**src/core/uefr_pkg.sv**
```systemverilog
// package for the enhanced uart feature register bank
package uefr_pkg;
  // register byte offsets on the bus
  localparam logic [7:0] OFF_MODEM_CONTROL = 8'h00;
  localparam logic [7:0] OFF_MODEM_STATUS  = 8'h04;
  localparam logic [7:0] OFF_SCRATCH       = 8'h08;
  localparam logic [7:0] OFF_DIV_LOW       = 8'h0C;
  localparam logic [7:0] OFF_DIV_HIGH      = 8'h10;
  localparam logic [7:0] OFF_DIV_FRAC      = 8'h14;
  localparam logic [7:0] OFF_DEV_ID        = 8'h18;
  localparam logic [7:0] OFF_DEV_REV       = 8'h1C;
  localparam logic [7:0] OFF_TRIGGER       = 8'h20;
  localparam logic [7:0] OFF_FIFO_COUNT    = 8'h24;
  localparam logic [7:0] OFF_FEATURE       = 8'h28;
  localparam logic [7:0] OFF_LINE_CONTROL  = 8'h2C;
  localparam logic [7:0] OFF_ENH_FEATURE   = 8'h30;
  localparam logic [7:0] OFF_FIFO_LEVELS   = 8'h34;
  localparam logic [7:0] OFF_CONFIG_STATUS = 8'h38;
  localparam logic [7:0] OFF_TRIG_READBACK = 8'h3C;
  // reset values
  localparam logic [7:0] RST_SCRATCH       = 8'hFF;
  localparam logic [7:0] RST_ENH_MODE      = 8'h80;
  localparam logic [7:0] RST_ZERO          = 8'h00;
  localparam logic [7:0] RST_DIV_LOW       = 8'h01;
  // identity codes, values arbitrary
  localparam logic [7:0] ID_CODE           = 8'h5C;
  localparam logic [7:0] REV_CODE          = 8'h03;
  // key values
  localparam logic [7:0] LCR_ENHANCED_KEY  = 8'hBF;
  // field positions
  localparam int MCR_RI_BIT        = 2;
  localparam int MCR_CD_BIT        = 3;
  localparam int MCR_LOOP_BIT      = 4;
  localparam int EFR_ENABLE_BIT    = 4;
  localparam int FEATURE_CONTROL_IR_INV_BIT   = 2;
  localparam int FEATURE_CONTROL_HALF_BIT     = 3;
  localparam int FEATURE_CONTROL_TBL_LO       = 4;
  localparam int FEATURE_CONTROL_TBL_HI       = 5;
  localparam int FEATURE_CONTROL_SWAP_BIT     = 6;
  localparam int FEATURE_CONTROL_TRG_TX_BIT   = 7;
  localparam int EMS_CNT_LO        = 0;
  localparam int EMS_CNT_HI        = 1;
  localparam int EMS_HYS_LO        = 4;
  localparam int EMS_HYS_HI        = 5;
  localparam int EMS_LSR_IMM_BIT   = 6;
  localparam int EMS_16X_BIT       = 7;
  // trigger table d code
  localparam logic [1:0] TABLE_D   = 2'h3;
  // hysteresis table indexed by {ems[5:4], feature_control[1:0]}
  localparam logic [5:0] HYS_TABLE [16] = '{
    6'h00, 6'h04, 6'h06, 6'h08, 6'h08, 6'h10, 6'h18, 6'h20,
    6'h28, 6'h2C, 6'h30, 6'h34, 6'h0C, 6'h14, 6'h1C, 6'h24};
  // alternate counter read phase
  typedef enum logic [0:0] {
    UEFR_ALT_RX = 1'b0,
    UEFR_ALT_TX = 1'b1
  } uefr_alt_t;
endpackage : uefr_pkg

```
**src/core/uefr_regs.sv**
```systemverilog
// enhanced uart feature register bank with ahb-lite slave
// Contract
// - loopback ring indicator status equals control bit2
// - loopback carrier detect equals control bit3
// - scratch register resets to FF
// - swap bit redirects scratch writes to mode
// - mode bits pick rx, tx or alternate
// - alternate reads start rx then alternate
// - hysteresis from mode and feature bits table
// - mode bit6 selects immediate line status interrupt
// - mode bit7 selects 16x sampling, default
// - swap bit makes scratch reads show level
// - divisor is high,low plus fraction/16
// - fraction writable only with enhance bit set
// - identification code readable with zero divisor
// - revision code readable with zero divisor
// - trigger register programs table d levels
// - fifo count needs line control BF
// - feature bit2 selects infrared rx polarity
// - feature bit3 overrides duplex pin
// - half duplex delays transmit interrupt
// - feature bits5:4 select trigger table
// - enhance bit gates enhanced bit changes
//
// Design decisions made here: the AHB-Lite register port and the placing of the registers.
`timescale 1ns/1ps
module uefr_regs (
  // clock and reset
  input  wire logic        hclk,
  input  wire logic        hresetn,
  // ahb-lite slave
  input  wire logic        hsel,
  input  wire logic [7:0]  haddr,
  input  wire logic [1:0]  htrans,
  input  wire logic        hwrite,
  input  wire logic [2:0]  hsize,
  input  wire logic [31:0] hwdata,
  input  wire logic        hready,
  output logic      [31:0] hrdata,
  output logic             hreadyout,
  output logic             hresp,
  // fifo state from the serial engine
  input  wire logic [7:0]  rx_fifo_level,
  input  wire logic [7:0]  tx_fifo_level,
  input  wire logic        thr_empty_evt,
  input  wire logic        tsr_empty_evt,
  input  wire logic        duplex_pin,
  input  wire logic        rts_internal,
  // configuration out to the serial engine
  output logic [19:0]      baud_divisor,
  output logic             sample_16x,
  output logic             lsr_irq_immediate,
  output logic [5:0]       hysteresis,
  output logic [1:0]       trigger_table,
  output logic             ir_rx_invert,
  output logic             half_duplex,
  output logic             driver_enable,
  output logic             tx_irq_pulse,
  output logic [7:0]       rx_trigger,
  output logic [7:0]       tx_trigger
);

  ////////////////////////////////////////////////////////////////////////
  // bus address phase capture
  logic        ph_valid_q, ph_valid_d;
  logic        ph_write_q, ph_write_d;
  logic [7:0]  ph_addr_q,  ph_addr_d;
  logic        take;

  assign take = hsel && hready && htrans[1];

  // latch the address phase
  always_comb begin
    ph_valid_d = take;
    ph_write_d = take ? hwrite : ph_write_q;
    ph_addr_d  = take ? haddr : ph_addr_q;
  end

  always_ff @(posedge hclk or negedge hresetn) begin
    if (!hresetn) begin
      ph_valid_q <= 1'b0;
      ph_write_q <= 1'b0;
      ph_addr_q  <= 8'h00;
    end else begin
      ph_valid_q <= ph_valid_d;
      ph_write_q <= ph_write_d;
      ph_addr_q  <= ph_addr_d;
    end
  end

  ////////////////////////////////////////////////////////////////////////
  // register state
  logic [7:0] mcr_q, mcr_d, lcr_q, lcr_d, efr_q, efr_d;
  logic [7:0] spr_q, spr_d, ems_q, ems_d, feature_control_q, feature_control_d;
  logic [7:0] dll_q, dll_d, dlm_q, dlm_d, dld_q, dld_d;
  logic [7:0] rtrg_q, rtrg_d, ttrg_q, ttrg_d;
  uefr_pkg::uefr_alt_t alt_q, alt_d;
  logic       wr, rd, enh, swap, div_zero;

  assign wr       = ph_valid_q && ph_write_q;
  assign rd       = ph_valid_q && !ph_write_q;
  assign enh      = efr_q[uefr_pkg::EFR_ENABLE_BIT];
  assign swap     = feature_control_q[uefr_pkg::FEATURE_CONTROL_SWAP_BIT];
  assign div_zero = (dll_q == uefr_pkg::RST_ZERO) && (dlm_q == uefr_pkg::RST_ZERO);

  // write decode and alternate read phase
  always_comb begin
    mcr_d  = mcr_q;
    lcr_d  = lcr_q;
    efr_d  = efr_q;
    spr_d  = spr_q;
    ems_d  = ems_q;
    feature_control_d = feature_control_q;
    dll_d  = dll_q;
    dlm_d  = dlm_q;
    dld_d  = dld_q;
    rtrg_d = rtrg_q;
    ttrg_d = ttrg_q;
    alt_d  = alt_q;
    if (wr) begin
      case (ph_addr_q)
        uefr_pkg::OFF_MODEM_CONTROL: begin
          mcr_d[4:0] = hwdata[4:0];
          if (enh) mcr_d[7:5] = hwdata[7:5];
        end
        uefr_pkg::OFF_LINE_CONTROL:  lcr_d = hwdata[7:0];
        uefr_pkg::OFF_ENH_FEATURE:   efr_d = hwdata[7:0];
        uefr_pkg::OFF_SCRATCH: begin
          if (swap) begin
            ems_d = hwdata[7:0];
            alt_d = uefr_pkg::UEFR_ALT_RX;
          end else begin
            spr_d = hwdata[7:0];
          end
        end
        uefr_pkg::OFF_FEATURE:       feature_control_d = hwdata[7:0];
        uefr_pkg::OFF_DIV_LOW:       dll_d = hwdata[7:0];
        uefr_pkg::OFF_DIV_HIGH:      dlm_d = hwdata[7:0];
        uefr_pkg::OFF_DIV_FRAC: begin
          if (enh) dld_d = hwdata[7:0];
        end
        uefr_pkg::OFF_TRIGGER: begin
          if (feature_control_q[uefr_pkg::FEATURE_CONTROL_TRG_TX_BIT]) ttrg_d = hwdata[7:0];
          else rtrg_d = hwdata[7:0];
        end
        default: ;
      endcase
    end else if (take && !hwrite && swap && haddr == uefr_pkg::OFF_SCRATCH
                 && ems_q[uefr_pkg::EMS_CNT_HI:uefr_pkg::EMS_CNT_LO] == 2'h3) begin
      // advance with the address phase, so back to back reads alternate too
      alt_d = (alt_q == uefr_pkg::UEFR_ALT_RX) ? uefr_pkg::UEFR_ALT_TX
                                                : uefr_pkg::UEFR_ALT_RX;
    end
  end

  always_ff @(posedge hclk or negedge hresetn) begin
    if (!hresetn) begin
      mcr_q  <= uefr_pkg::RST_ZERO;
      lcr_q  <= uefr_pkg::RST_ZERO;
      efr_q  <= uefr_pkg::RST_ZERO;
      spr_q  <= uefr_pkg::RST_SCRATCH;
      ems_q  <= uefr_pkg::RST_ENH_MODE;
      feature_control_q <= uefr_pkg::RST_ZERO;
      dll_q  <= uefr_pkg::RST_DIV_LOW;
      dlm_q  <= uefr_pkg::RST_ZERO;
      dld_q  <= uefr_pkg::RST_ZERO;
      rtrg_q <= uefr_pkg::RST_ZERO;
      ttrg_q <= uefr_pkg::RST_ZERO;
      alt_q  <= uefr_pkg::UEFR_ALT_RX;
    end else begin
      mcr_q  <= mcr_d;
      lcr_q  <= lcr_d;
      efr_q  <= efr_d;
      spr_q  <= spr_d;
      ems_q  <= ems_d;
      feature_control_q <= feature_control_d;
      dll_q  <= dll_d;
      dlm_q  <= dlm_d;
      dld_q  <= dld_d;
      rtrg_q <= rtrg_d;
      ttrg_q <= ttrg_d;
      alt_q  <= alt_d;
    end
  end

  ////////////////////////////////////////////////////////////////////////
  // read data and derived outputs
  logic [7:0]  rdata8, modem_status, level_sel;
  logic [31:0] hrdata_d;
  logic        loop, tx_irq_d, drv_d, half_d;
  logic [19:0] div_d;

  assign loop = mcr_q[uefr_pkg::MCR_LOOP_BIT];

  // modem status in loopback mirrors control bits
  always_comb begin
    modem_status = 8'h00;
    if (loop) begin
      modem_status[4] = mcr_q[1];
      modem_status[5] = mcr_q[0];
      modem_status[6] = mcr_q[uefr_pkg::MCR_RI_BIT];
      modem_status[7] = mcr_q[uefr_pkg::MCR_CD_BIT];
    end
  end

  // level counter mode select
  always_comb begin
    if (!ems_q[uefr_pkg::EMS_CNT_LO]) level_sel = rx_fifo_level;
    else if (!ems_q[uefr_pkg::EMS_CNT_HI]) level_sel = tx_fifo_level;
    else level_sel = (alt_q == uefr_pkg::UEFR_ALT_RX) ? rx_fifo_level : tx_fifo_level;
  end

  // read mux, unmapped reads zero
  always_comb begin
    rdata8 = 8'h00;
    case (haddr)
      uefr_pkg::OFF_MODEM_CONTROL: rdata8 = mcr_q;
      uefr_pkg::OFF_MODEM_STATUS:  rdata8 = modem_status;
      uefr_pkg::OFF_SCRATCH:       rdata8 = swap ? level_sel : spr_q;
      uefr_pkg::OFF_DIV_LOW:       rdata8 = dll_q;
      uefr_pkg::OFF_DIV_HIGH:      rdata8 = dlm_q;
      uefr_pkg::OFF_DIV_FRAC:      rdata8 = enh ? dld_q : 8'h00;
      uefr_pkg::OFF_DEV_ID:        rdata8 = div_zero ? uefr_pkg::ID_CODE : 8'h00;
      uefr_pkg::OFF_DEV_REV:       rdata8 = div_zero ? uefr_pkg::REV_CODE : 8'h00;
      uefr_pkg::OFF_FIFO_COUNT: begin
        if (lcr_q == uefr_pkg::LCR_ENHANCED_KEY)
          rdata8 = feature_control_q[uefr_pkg::FEATURE_CONTROL_TRG_TX_BIT] ? tx_fifo_level : rx_fifo_level;
      end
      uefr_pkg::OFF_FEATURE:       rdata8 = feature_control_q;
      uefr_pkg::OFF_LINE_CONTROL:  rdata8 = lcr_q;
      uefr_pkg::OFF_ENH_FEATURE:   rdata8 = efr_q;
      default:                     rdata8 = 8'h00;
    endcase
    hrdata_d = {24'h000000, rdata8};
  end

  // divisor: integer part in 19:4, fraction in 3:0
  always_comb begin
    div_d = {dlm_q, dll_q, dld_q[3:0]};
    half_d = feature_control_q[uefr_pkg::FEATURE_CONTROL_HALF_BIT] | duplex_pin;
    drv_d = feature_control_q[uefr_pkg::FEATURE_CONTROL_HALF_BIT] ? rts_internal : 1'b1;
    tx_irq_d = half_d ? tsr_empty_evt : thr_empty_evt;
  end

  // registered outputs
  always_ff @(posedge hclk or negedge hresetn) begin
    if (!hresetn) begin
      hrdata            <= 32'h00000000;
      baud_divisor      <= 20'h00010;
      sample_16x        <= 1'b1;
      lsr_irq_immediate <= 1'b0;
      hysteresis        <= 6'h00;
      trigger_table     <= 2'h0;
      ir_rx_invert      <= 1'b0;
      half_duplex       <= 1'b0;
      driver_enable     <= 1'b1;
      tx_irq_pulse      <= 1'b0;
      rx_trigger        <= 8'h00;
      tx_trigger        <= 8'h00;
    end else begin
      if (take && !hwrite) hrdata <= hrdata_d;
      baud_divisor      <= div_d;
      sample_16x        <= ems_q[uefr_pkg::EMS_16X_BIT];
      lsr_irq_immediate <= ems_q[uefr_pkg::EMS_LSR_IMM_BIT];
      hysteresis        <= uefr_pkg::HYS_TABLE[{ems_q[uefr_pkg::EMS_HYS_HI:uefr_pkg::EMS_HYS_LO],
                                                feature_control_q[1:0]}];
      trigger_table     <= feature_control_q[uefr_pkg::FEATURE_CONTROL_TBL_HI:uefr_pkg::FEATURE_CONTROL_TBL_LO];
      ir_rx_invert      <= feature_control_q[uefr_pkg::FEATURE_CONTROL_IR_INV_BIT];
      half_duplex       <= half_d;
      driver_enable     <= drv_d;
      tx_irq_pulse      <= tx_irq_d;
      rx_trigger        <= (feature_control_q[uefr_pkg::FEATURE_CONTROL_TBL_HI:uefr_pkg::FEATURE_CONTROL_TBL_LO]
                            == uefr_pkg::TABLE_D) ? rtrg_q : 8'h00;
      tx_trigger        <= (feature_control_q[uefr_pkg::FEATURE_CONTROL_TBL_HI:uefr_pkg::FEATURE_CONTROL_TBL_LO]
                            == uefr_pkg::TABLE_D) ? ttrg_q : 8'h00;
    end
  end

  assign hreadyout = 1'b1;
  assign hresp     = 1'b0;
endmodule : uefr_regs

```
**config.mk**
```make
export PLATFORM = sky130hd
export DESIGN_NAME = uefr_regs
export DESIGN_NICKNAME = d
export VERILOG_FILES = /design/src/core/uefr_pkg.sv /design/src/core/uefr_regs.sv
export SDC_FILE = /design/constraint.sdc
export NUM_CORES = 1
export LEC_CHECK = 0
export BUFFER_PORTS_ARGS = -buffer_cell sky130_fd_sc_hd__buf_2
export CORE_MARGIN = 2
export CORE_UTILIZATION = 59
export DETAILED_ROUTE_END_ITERATION = 10
export PLACE_DENSITY = 0.86
export SLEW_MARGIN = 5
export SYNTH_ARGS = -nofsm -noshare
export SYNTH_HDL_FRONTEND = slang
export SYNTH_SLANG_ARGS = --single-unit
```
**constraint.sdc**
```tcl
create_clock -name hclk -period 5.85 [get_ports hclk]
set_clock_uncertainty 0.15 [all_clocks]
set_input_delay 1.17 -clock hclk [delete_from_list [all_inputs] [get_ports hclk]]
set_output_delay 1.17 -clock hclk [all_outputs]
set_load 0.02 [all_outputs]
```
---- Word-level counts from Yosys, hierarchy flattened ----
Memory sizes are Yosys's and may differ from the RTL's. A register that Yosys moved wholly into a read port is not among the register bits.
Index checks and enable logic that the tools add are counted.
word-level totals
  bits in read-only memories .............. 96
  input bits .............................. 70
  RAM bits ................................ 0
  memories ................................ 1
  register bits ........................... 151
  latch bits .............................. 0
  logic and storage cells ................. 104
memory list
  name             depth  bits a word  read ports  clocked after Yosys merged registers in  write ports  RTL line          text
  (no name shown)  16     6            1           1                                        0            uefr_regs.sv:265  hysteresis <= uefr_pkg::HYS_TABLE[{ems_q[uefr_pkg::EMS_HYS_HI:uefr_pkg::EMS_HYS_LO],
cells by class
  eq/ne operators ......................... 24
  reduce and logical (&&, ||, !) cells .... 28
  multipliers ............................. 0
  divide/modulo/power cells ............... 0
  bitwise operators ....................... 4
  shifts and indexed selects .............. 0
  $lt $le $gt $ge ......................... 0
  mux-type cells .......................... 20
  add/subtract/negate cells ............... 0
operators with widths
  kind                  number
  $pmux W8 S12          1
  $mux W8               9
  $eq A8 B6 Y1 const B  8
  $eq A8 B5 Y1 const B  6
  $eq A8 B4 Y1 const B  4
  $logic_not A8 Y1      4
  $reduce_and A3 Y1     7
  $reduce_and A2 Y1     6
  $eq A8 B3 Y1 const B  1
  $eq A8 B8 Y1 const B  1
  $logic_and A1 B1 Y1   8
  $mux W1               7
  $mux W7               1
  $not A4 Y5            1
  $eq A2 B2 Y1 const B  2
  $mux W4               1
  $logic_not A1 Y1      2
  $mux W2               1
  $ne A2 B1 Y1 const B  1
  $ne A2 B2 Y1 const B  1
  $not A1 Y1            2
  $reduce_bool A2 Y1    1
  $or A1 B1 Y1          1

---- Logic depth before layout (Yosys ltp) ----
Gate-level depths: netlist of the first run.
  word-level depth ........................ 8
  gate-level depth with buffers ........... 7
  mapped depth without buffers ............ 5

---- Worst setup path after synthesis of the first run ----
Ideal clock, no wire load.
  path kind ............................... input to register
  start point ............................. input haddr[1]
  end point ............................... register hrdata[2]
  path slack .............................. 3172 ps
  library setup time ...................... 94 ps
  stages on the path ...................... 5
  data required time ...................... 5606 ps
  arrival time ............................ 2434 ps
  cells stage by stage .................... buf_6 > nor4b_4 > nand2_4 > o311a_1 > a211oi_1
on the way
  word-level cells in the longest chain between the ends .. 2
ends and longest elaborated chain
  element                               RTL line          text
  from (decl)                           uefr_regs.sv:33   input wire logic [7:0] haddr,
  $eq A8 B6 Y1 (tied with other cells)  uefr_regs.sv:216  case (haddr)
  $pmux W8 S12 *                        uefr_regs.sv:216
  to (signal assigned)                  uefr_regs.sv:261  if (take && !hwrite) hrdata <= hrdata_d;
  to (decl)                             uefr_regs.sv:39   output logic [31:0] hrdata,
Mark *: on every way between the ends. The rest lies on a longest branch, timed or not.
A chain may end at the register's enable or synchronous reset.

---- Worst setup path after layout of the first run ----
  start point ............................. input haddr[3]
  end point ............................... register hrdata[3]
Same word-level chain as after synthesis.

==> flow_metrics.env, run 1 <==
export IMPL_start_util=0.608
export IMPL_cts_setup_buffers=0
export IMPL_critPathTopFamily="simple AND/OR/NAND/NOR gates"
export IMPL_diodes=0
export IMPL_leakagePower_nw=3.68
export IMPL_synth_compound_area_frac=0.0768
export IMPL_regMostFlops="baud_divisor"
export IMPL_via_count=5027
export IMPL_die_w_um=113
export IMPL_placed_cells=765
export IMPL_insertion_delay_ns=0.43
export IMPL_power_switching_mw=0.628
export IMPL_max_freq_mhz=347
export IMPL_synth_seq_cells=154
export IMPL_hold_class="reg2reg"
export IMPL_period_needed_ns=2.88
export IMPL_dieArea_sq_um=12700
export IMPL_met2_usage=0.452
export IMPL_critical_path_max_fanout=12
export IMPL_netlist_area_sq_um=6970
export IMPL_synth_top_family_by_area="multiplexers"
export IMPL_max_stage_delay_ns=0.70
export IMPL_synth_seq_area_share=0.555
export IMPL_synth_edf_count=0
export IMPL_port_buffers=98
export IMPL_critical_path_arrival_ns=3.08
export IMPL_p_int_mw=1.84
export IMPL_met3_usage=0.0670
export IMPL_overflow=0
export IMPL_cp_cell_sequence="buf_2 -> nor4b_4 -> nand2_4 -> a311oi_1 -> a211oi_1 -> a31oi_1"
export IMPL_cts_tree="yes"
export IMPL_postRouteAntennaNets=0
export IMPL_cp_required_ns=6.04
export IMPL_viasPerCell=6.31
export IMPL_grt_use_total=0.298
export IMPL_dp_hpwl_um=12500
export IMPL_synth_top_area_share=0.506
export IMPL_final_nets=713
export IMPL_tightest_slew_ns=1.04
export IMPL_slowest_stage="nor4b_4"
export IMPL_numCtsBuffers=17
export IMPL_wl_per_cell_um=22.6
export IMPL_stdcell_count=797
export IMPL_drive_gt1_frac=0.410
export IMPL_pwr_share_clk=0.443
export IMPL_cts_sinks=154
export IMPL_p_comb_frac=0.084
export IMPL_rows=39
export IMPL_synthSimpleGateAreaFrac=0.125
export IMPL_drv_slew=0
export IMPL_path_class="in2reg"
export IMPL_synthArstFlopShare=1.00
export IMPL_grt_max_degree=115
export IMPL_gp_congestion=0.955
export IMPL_syn_to_final_growth_pct=14.6
export IMPL_maxSlewHeadroom=0.300
export IMPL_grt_pass1_wl_um=28500
export IMPL_antenna_found_initial=0
export IMPL_cts_max_level=4
export IMPL_cp_end_kind="flop"
export IMPL_crit_path_start_kind="input pin"
export IMPL_rsz0062_at_grt="false"
export IMPL_drtPass1Iterations=5
export IMPL_core_area_sq_um=11500
export IMPL_p_sw_frac=0.255
export IMPL_seq_power_share=0.474
export IMPL_synthDistinctLibCells=58
export IMPL_synth_area_leaders="dfrtp_1, mux2_2, dfstp_2, buf_4, nand3_1"
export IMPL_ios=154
export IMPL_grt_busiest_layer="met2"
export IMPL_yosys_warnings=0
export IMPL_wl_um=18000
export IMPL_ys_dominant_reg_cell="dfrtp_1"
export IMPL_clk_path_buf_depth=2
export IMPL_cts_resized=0
export IMPL_fin_tns_setup_ns=0
export IMPL_drt_iter0_markers=527
export IMPL_hold_violations=0
export IMPL_yosys_area_top_type="dfrtp_1"
export IMPL_grt_pass1_vias=4942
export IMPL_netlist_instances=554
export IMPL_place_area_sq_um=7410
export IMPL_muxShareOfSynthArea=0.187
export IMPL_crit_buf_inv=1
export IMPL_finalPower_mw=2.46
export IMPL_root_buffer="clkbuf_16"
export IMPL_power_density_nw_per_um2=308
export IMPL_synth_xor_area_frac=0
export IMPL_post_route_period_util=0.493
export IMPL_setup_violations=0
export IMPL_finalInstanceArea_sq_um=7990
export IMPL_clk_pin_slew_ns=0.06
export IMPL_avgSynthCellArea_sq_um=12.6
export IMPL_cts_hold_buf=0
export IMPL_die_h_um=113
export IMPL_use_met1=0.429
export IMPL_status="finished clean"
export IMPL_synth_fa_ha_area_frac=0.00359
export IMPL_largest_reg_flops=20
export IMPL_route_detailed_drc=0
export IMPL_cap_violations=0
export IMPL_ir_drop_uv=238
==> layout make-up <==
class                   instances  area, sq um
clock buffers                  19          443
clock inverters                13          140
fillers                       798         3480
inverters                       5         18.8
multi-input cells             364         2840
flip-flops and latches        154         3870
well taps                     143          179
repair buffers                 99          504
==> stage by stage <==
stage / worst slack (ns) / util / hold WS, ns
2_1_floorplan: 3.17 / - / 0.199
3_3_place_gp: 2.54 / 0.646 / 0.206
3_5_place_dp: 2.55 / 0.646 / 0.206
4_1_cts: 3.00 / 0.697 / 0.215
5_1_grt: 2.86 / 0.697 / 0.224
6_report: 2.97 / 0.697 / 0.215
==> path summary, 6_finish.rpt <==
check	start	end	slack [ns]	cells past startpoint
min in group asynchronous	hresetn	hysteresis[5]	0.74	1
hold / removal	ems_q[7]	sample_16x	0.21	0
setup reg to reg	ph_addr_q[1]	efr_q[2]	3.43	3
setup / recovery	haddr[3]	hrdata[3]	2.97	6
max in group asynchronous	hresetn	spr_q[5]	3.65	2
hold reg to reg	ems_q[7]	sample_16x	0.21	0
==> cell usage after synthesis (3+ instances only) <==
cell	n
a311oi_1	4
o21ai_0	14
a32oi_1	7
buf_2	6
nand4_1	9
a211oi_1	5
dfrtp_1	141
nor4_1	5
mux2i_1	4
nor2_1	20
nand3_1	24
nor3_1	9
nand3b_1	7
a31oi_1	5
mux2_2	112
dfstp_2	13
buf_4	28
a32o_1	5
a22oi_1	3
buf_1	3
inv_1	5
and2_1	3
and3_1	19
nor2_2	3
clkbuf_1	16
nand2_1	22
a21oi_1	16
==> kinds of logic (layout without fill, tap and decap cells) <==
group / Yosys count / count (layout)
AO/OA/AOI/OAI: 76 / 76
flip-flops: 154 / 154
multiplexers: 116 / 116
adder cells (fa/ha/maj): 2 / 2
AND/OR/NAND/NOR: 143 / 143
buffers and inverters: 61 / 136
other: 2 / 27
==> layout by cell type, fill, tap and decap left out, drive strengths merged, types with 3 or more instances in the layout <==
cell type and n:
nand3b 7, mux2 112, nand2 23, buf 99, clkinv 5, nand3 24
nand4 9, conb 27, nor3 9, and3 19, nor3b 3, nor2 23
clkinvlp 3, nor4 8, mux2i 4, a31oi 5, a32o 5, a211oi 5
a32oi 7, dfrtp 141, nor4b 3, and2 3, a21oi 16, inv 8
o21ai 14, clkbuf 19, dfstp 13, a22oi 3, a311oi 4
==> power by group through the flow <==
stage	clock network, mW	registers (mW)	logic [mW]
6_report	1.09	1.17	0.206
3_3_place_gp	0	1.18	0.199
5_1_grt	1.14	1.17	0.224
2_1_floorplan	0	1.18	0.131
4_1_cts	1.10	1.17	0.207
3_5_place_dp	0	1.18	0.205
==> metal layers <==
layer  routed length [um]  up-vias
li1                     -     2177
met1                 7460     2532
met2                 8390      278
met3                 1640       40
met4                  490        0
met5                    0        -
No activity file was read; power rests on OpenSTA's default activity.
==> inputs of run 2 (changes only) <==
Settings changed: ABC_AREA set to 1, CORE_UTILIZATION 59 to 49, PLACE_DENSITY 0.86 to 0.76.
Clock period 5.85 ns to 2.4 ns, I/O delays scaled along.
==> run 2 against run 1 <==
Against the previous run:
- critical path depth stayed put
- global-route usage shrank 4.9 points
- critical path type is now reg2reg
- combinational power grew to 5.4 times the previous value
- utilization down 11 points
- register-to-register slack worse by 3.1 ns
- total power grew to 2.8 times the previous value
- routed wire length decreased by 0.98%
- worst hold slack worse by 0.12 ns
- largest cell class unchanged
- cell count is 42% higher
- largest power group unchanged
==> flow_metrics.env, run 2 <==
export IMPL_grt_use_total=0.249
export IMPL_grt_pass1_vias=5298
export IMPL_yosys_cell_count_top_type="nand2_1"
export IMPL_setup_violations=0
export IMPL_synthDistinctLibCells=31
export IMPL_stdcell_count=1130
export IMPL_cp_end_kind="flop"
export IMPL_via_count=5780
export IMPL_ios=154
export IMPL_seq_area_sq_um=3870
export IMPL_dp_hpwl_um=12600
export IMPL_root_buffer="clkbuf_16"
export IMPL_met2_usage=0.385
export IMPL_hold_depth=2
export IMPL_cts_max_level=4
export IMPL_gp_congestion=0.959
export IMPL_use_met1=0.344
export IMPL_tightest_slew_ns=0.676
export IMPL_fin_tns_setup_ns=0
export IMPL_drive_gt1_frac=0.223
export IMPL_crit_path_start_kind="flop"
export IMPL_ys_dominant_reg_cell="dfrtp_1"
export IMPL_port_buffers=98
export IMPL_dieArea_sq_um=15400
export IMPL_post_route_period_util=0.859
export IMPL_grt_max_degree=63
export IMPL_clk_path_buf_depth=2
export IMPL_cts_tree="yes"
export IMPL_start_util=0.504
export IMPL_rows=43
export IMPL_multi_input_comb_area_sq_um=2650
export IMPL_synth_seq_area_share=0.549
export IMPL_power_density_nw_per_um2=837
export IMPL_path_class="reg2reg"
export IMPL_maxSlewHeadroom=0.549
export IMPL_antenna_found_initial=0
export IMPL_syn_to_final_growth_pct=16.5
export IMPL_synth_edf_count=0
export IMPL_regMostFlops="baud_divisor"
export IMPL_drt_iter0_markers=522
export IMPL_r2r_slack_ns=0.34
export IMPL_mostFrequentLayoutCells="nand2_1, dfrtp_1, buf_2"
export IMPL_postRouteAntennaNets=0
export IMPL_placed_cells=1097
export IMPL_layout_commonest_cell="nand2_1"
export IMPL_insertion_delay_ns=0.43
export IMPL_overflow=0
export IMPL_status="finished clean"
export IMPL_diodes=0
export IMPL_yosys_warnings=0
export IMPL_synth_top_area_share=0.500
export IMPL_grt_busiest_layer="met2"
export IMPL_ir_drop_uv=507
export IMPL_final_nets=1009
export IMPL_die_w_um=124
export IMPL_wl_per_cell_um=15.8
export IMPL_met3_usage=0.0527
export IMPL_rsz0062_at_grt="false"
export IMPL_drtPass1Iterations=5
export IMPL_viasPerCell=5.12
export IMPL_max_freq_mhz=485
export IMPL_critical_path_max_fanout=16
export IMPL_period_needed_ns=2.06
export IMPL_yosys_area_top_type="dfrtp_1"
export IMPL_cap_violations=0
export IMPL_critical_path_arrival_ns=2.20
export IMPL_numCtsBuffers=17
export IMPL_synth_seq_cells=154
export IMPL_largest_reg_flops=20
export IMPL_clk_pin_slew_ns=0.06
export IMPL_netlist_area_sq_um=7050
export IMPL_synth_area_leaders="dfrtp_1, nand2_1, dfstp_2, nor2_1, o21ai_0"
export IMPL_synthArstFlopShare=1.00
export IMPL_slowest_stage="nand2_1"
export IMPL_die_h_um=124
export IMPL_max_stage_delay_ns=0.44
export IMPL_route_detailed_drc=0
export IMPL_drv_slew=0
export IMPL_hold_violations=0
export IMPL_core_area_sq_um=14000
export IMPL_ys_top_cells_by_count="nand2_1, dfrtp_1, nor2_1"
export IMPL_netlist_instances=834
export IMPL_hold_class="in2reg"
export IMPL_grt_pass1_wl_um=28200
export IMPL_wl_um=17800
export IMPL_cp_cell_sequence="nor2_1 -> nand2_1 -> nor3_2 -> nand2_1 -> nand2_1 -> o21ai_1"
export IMPL_rr_worst_depth=6
export IMPL_n_fill_cell=1248
export IMPL_cp_required_ns=2.54
export IMPL_leakagePower_nw=4.29
export IMPL_cts_sinks=154
export IMPL_avgSynthCellArea_sq_um=8.45
export IMPL_path_common_cell="nand2_1"
-- run 2: cell types whose count changed in the layout (fill, tap and decap cells not counted), moves of 27 or more --
cell / delta
inv_1: +60
mux2_2: -112
nand2_1: +238
nand3_1: +27
nor2_1: +69
o21ai_0: +40
o21ai_1: +34
-- run 2: cell type report --
class / count / area share
clock inverters: 14 / 0.0171
repair buffers: 109 / 0.0739
inverters: 76 / 0.0347
multi-input cells: 579 / 0.323
well taps: 180 / 0.0274
flip-flops and latches: 154 / 0.471
clock buffers: 18 / 0.0523
-- run 2: worst max-delay path, delay by kind of cell (launching register included) --
| kind | cells | cell delay [ns] |
|---|---|---|
| AND/OR/NAND/NOR | 5 | 1.26 |
| flip-flops | 1 | 0.42 |
| AO/OA/AOI/OAI | 1 | 0.09 |
-- run 2: cell families after synthesis --
group / share of synthesized area
simple gates: 0.261
buf+inv: 0.0880
fa+ha+maj: 0.00355
other cells: 0.00107
compound gates: 0.0976
flops: 0.549
-- run 2: final timing paths --
check | endpoint | from
min reg2reg | sample_16x | ems_q[7]
max in group asynchronous | driver_enable | hresetn
min | driver_enable | rts_internal
max | dll_q[2] | ph_addr_q[7]
min in group asynchronous | dld_q[5] | hresetn
max reg2reg | dll_q[2] | ph_addr_q[7]
-- run 2: per-stage QoR --
step | setup slack [ns] | area [sq um] | total power [mW] | utilization | hold WS [ns]
floorplan | 0.821 | 7140 | 3.93 | - | 0.0344
global placement | 0.330 | 7630 | 4.31 | 0.546 | 0.186
detailed placement | 0.342 | 7630 | 4.34 | 0.546 | 0.187
CTS | 0.371 | 8210 | 6.91 | 0.587 | 0.0824
global route | 0.173 | 8210 | 7.21 | 0.587 | 0.0845
finish | 0.339 | 8210 | 6.87 | 0.587 | 0.0908
-- run 2: layer usage --
metal	routed length [um]	vias up
met1	7560	2688
met5	0	-
li1	-	2796
met2	8220	251
met4	622	0
met3	1400	45
-- run 2: power by group --
| part | leakage (nW) | total, mW | internal [mW] | switching, mW |
|---|---|---|---|---|
| Sequential | 1.52 | 3.19 | 2.96 | 0.234 |
| Combinational | 2.50 | 1.11 | 0.352 | 0.761 |
| Clock | 0.267 | 2.56 | 1.45 | 1.11 |
| Total | 4.29 | 6.87 | 4.76 | 2.11 |
-- run 2: what timing repair did --
| action | CTS | global route |
|---|---|---|
| buffers inserted | 0 | 0 |
| hold buffers | 1 | 0 |
| hold endpoints to repair | 16 | 0 |
| setup endpoints to repair | 0 | 0 |
| resized for setup | 0 | 0 |
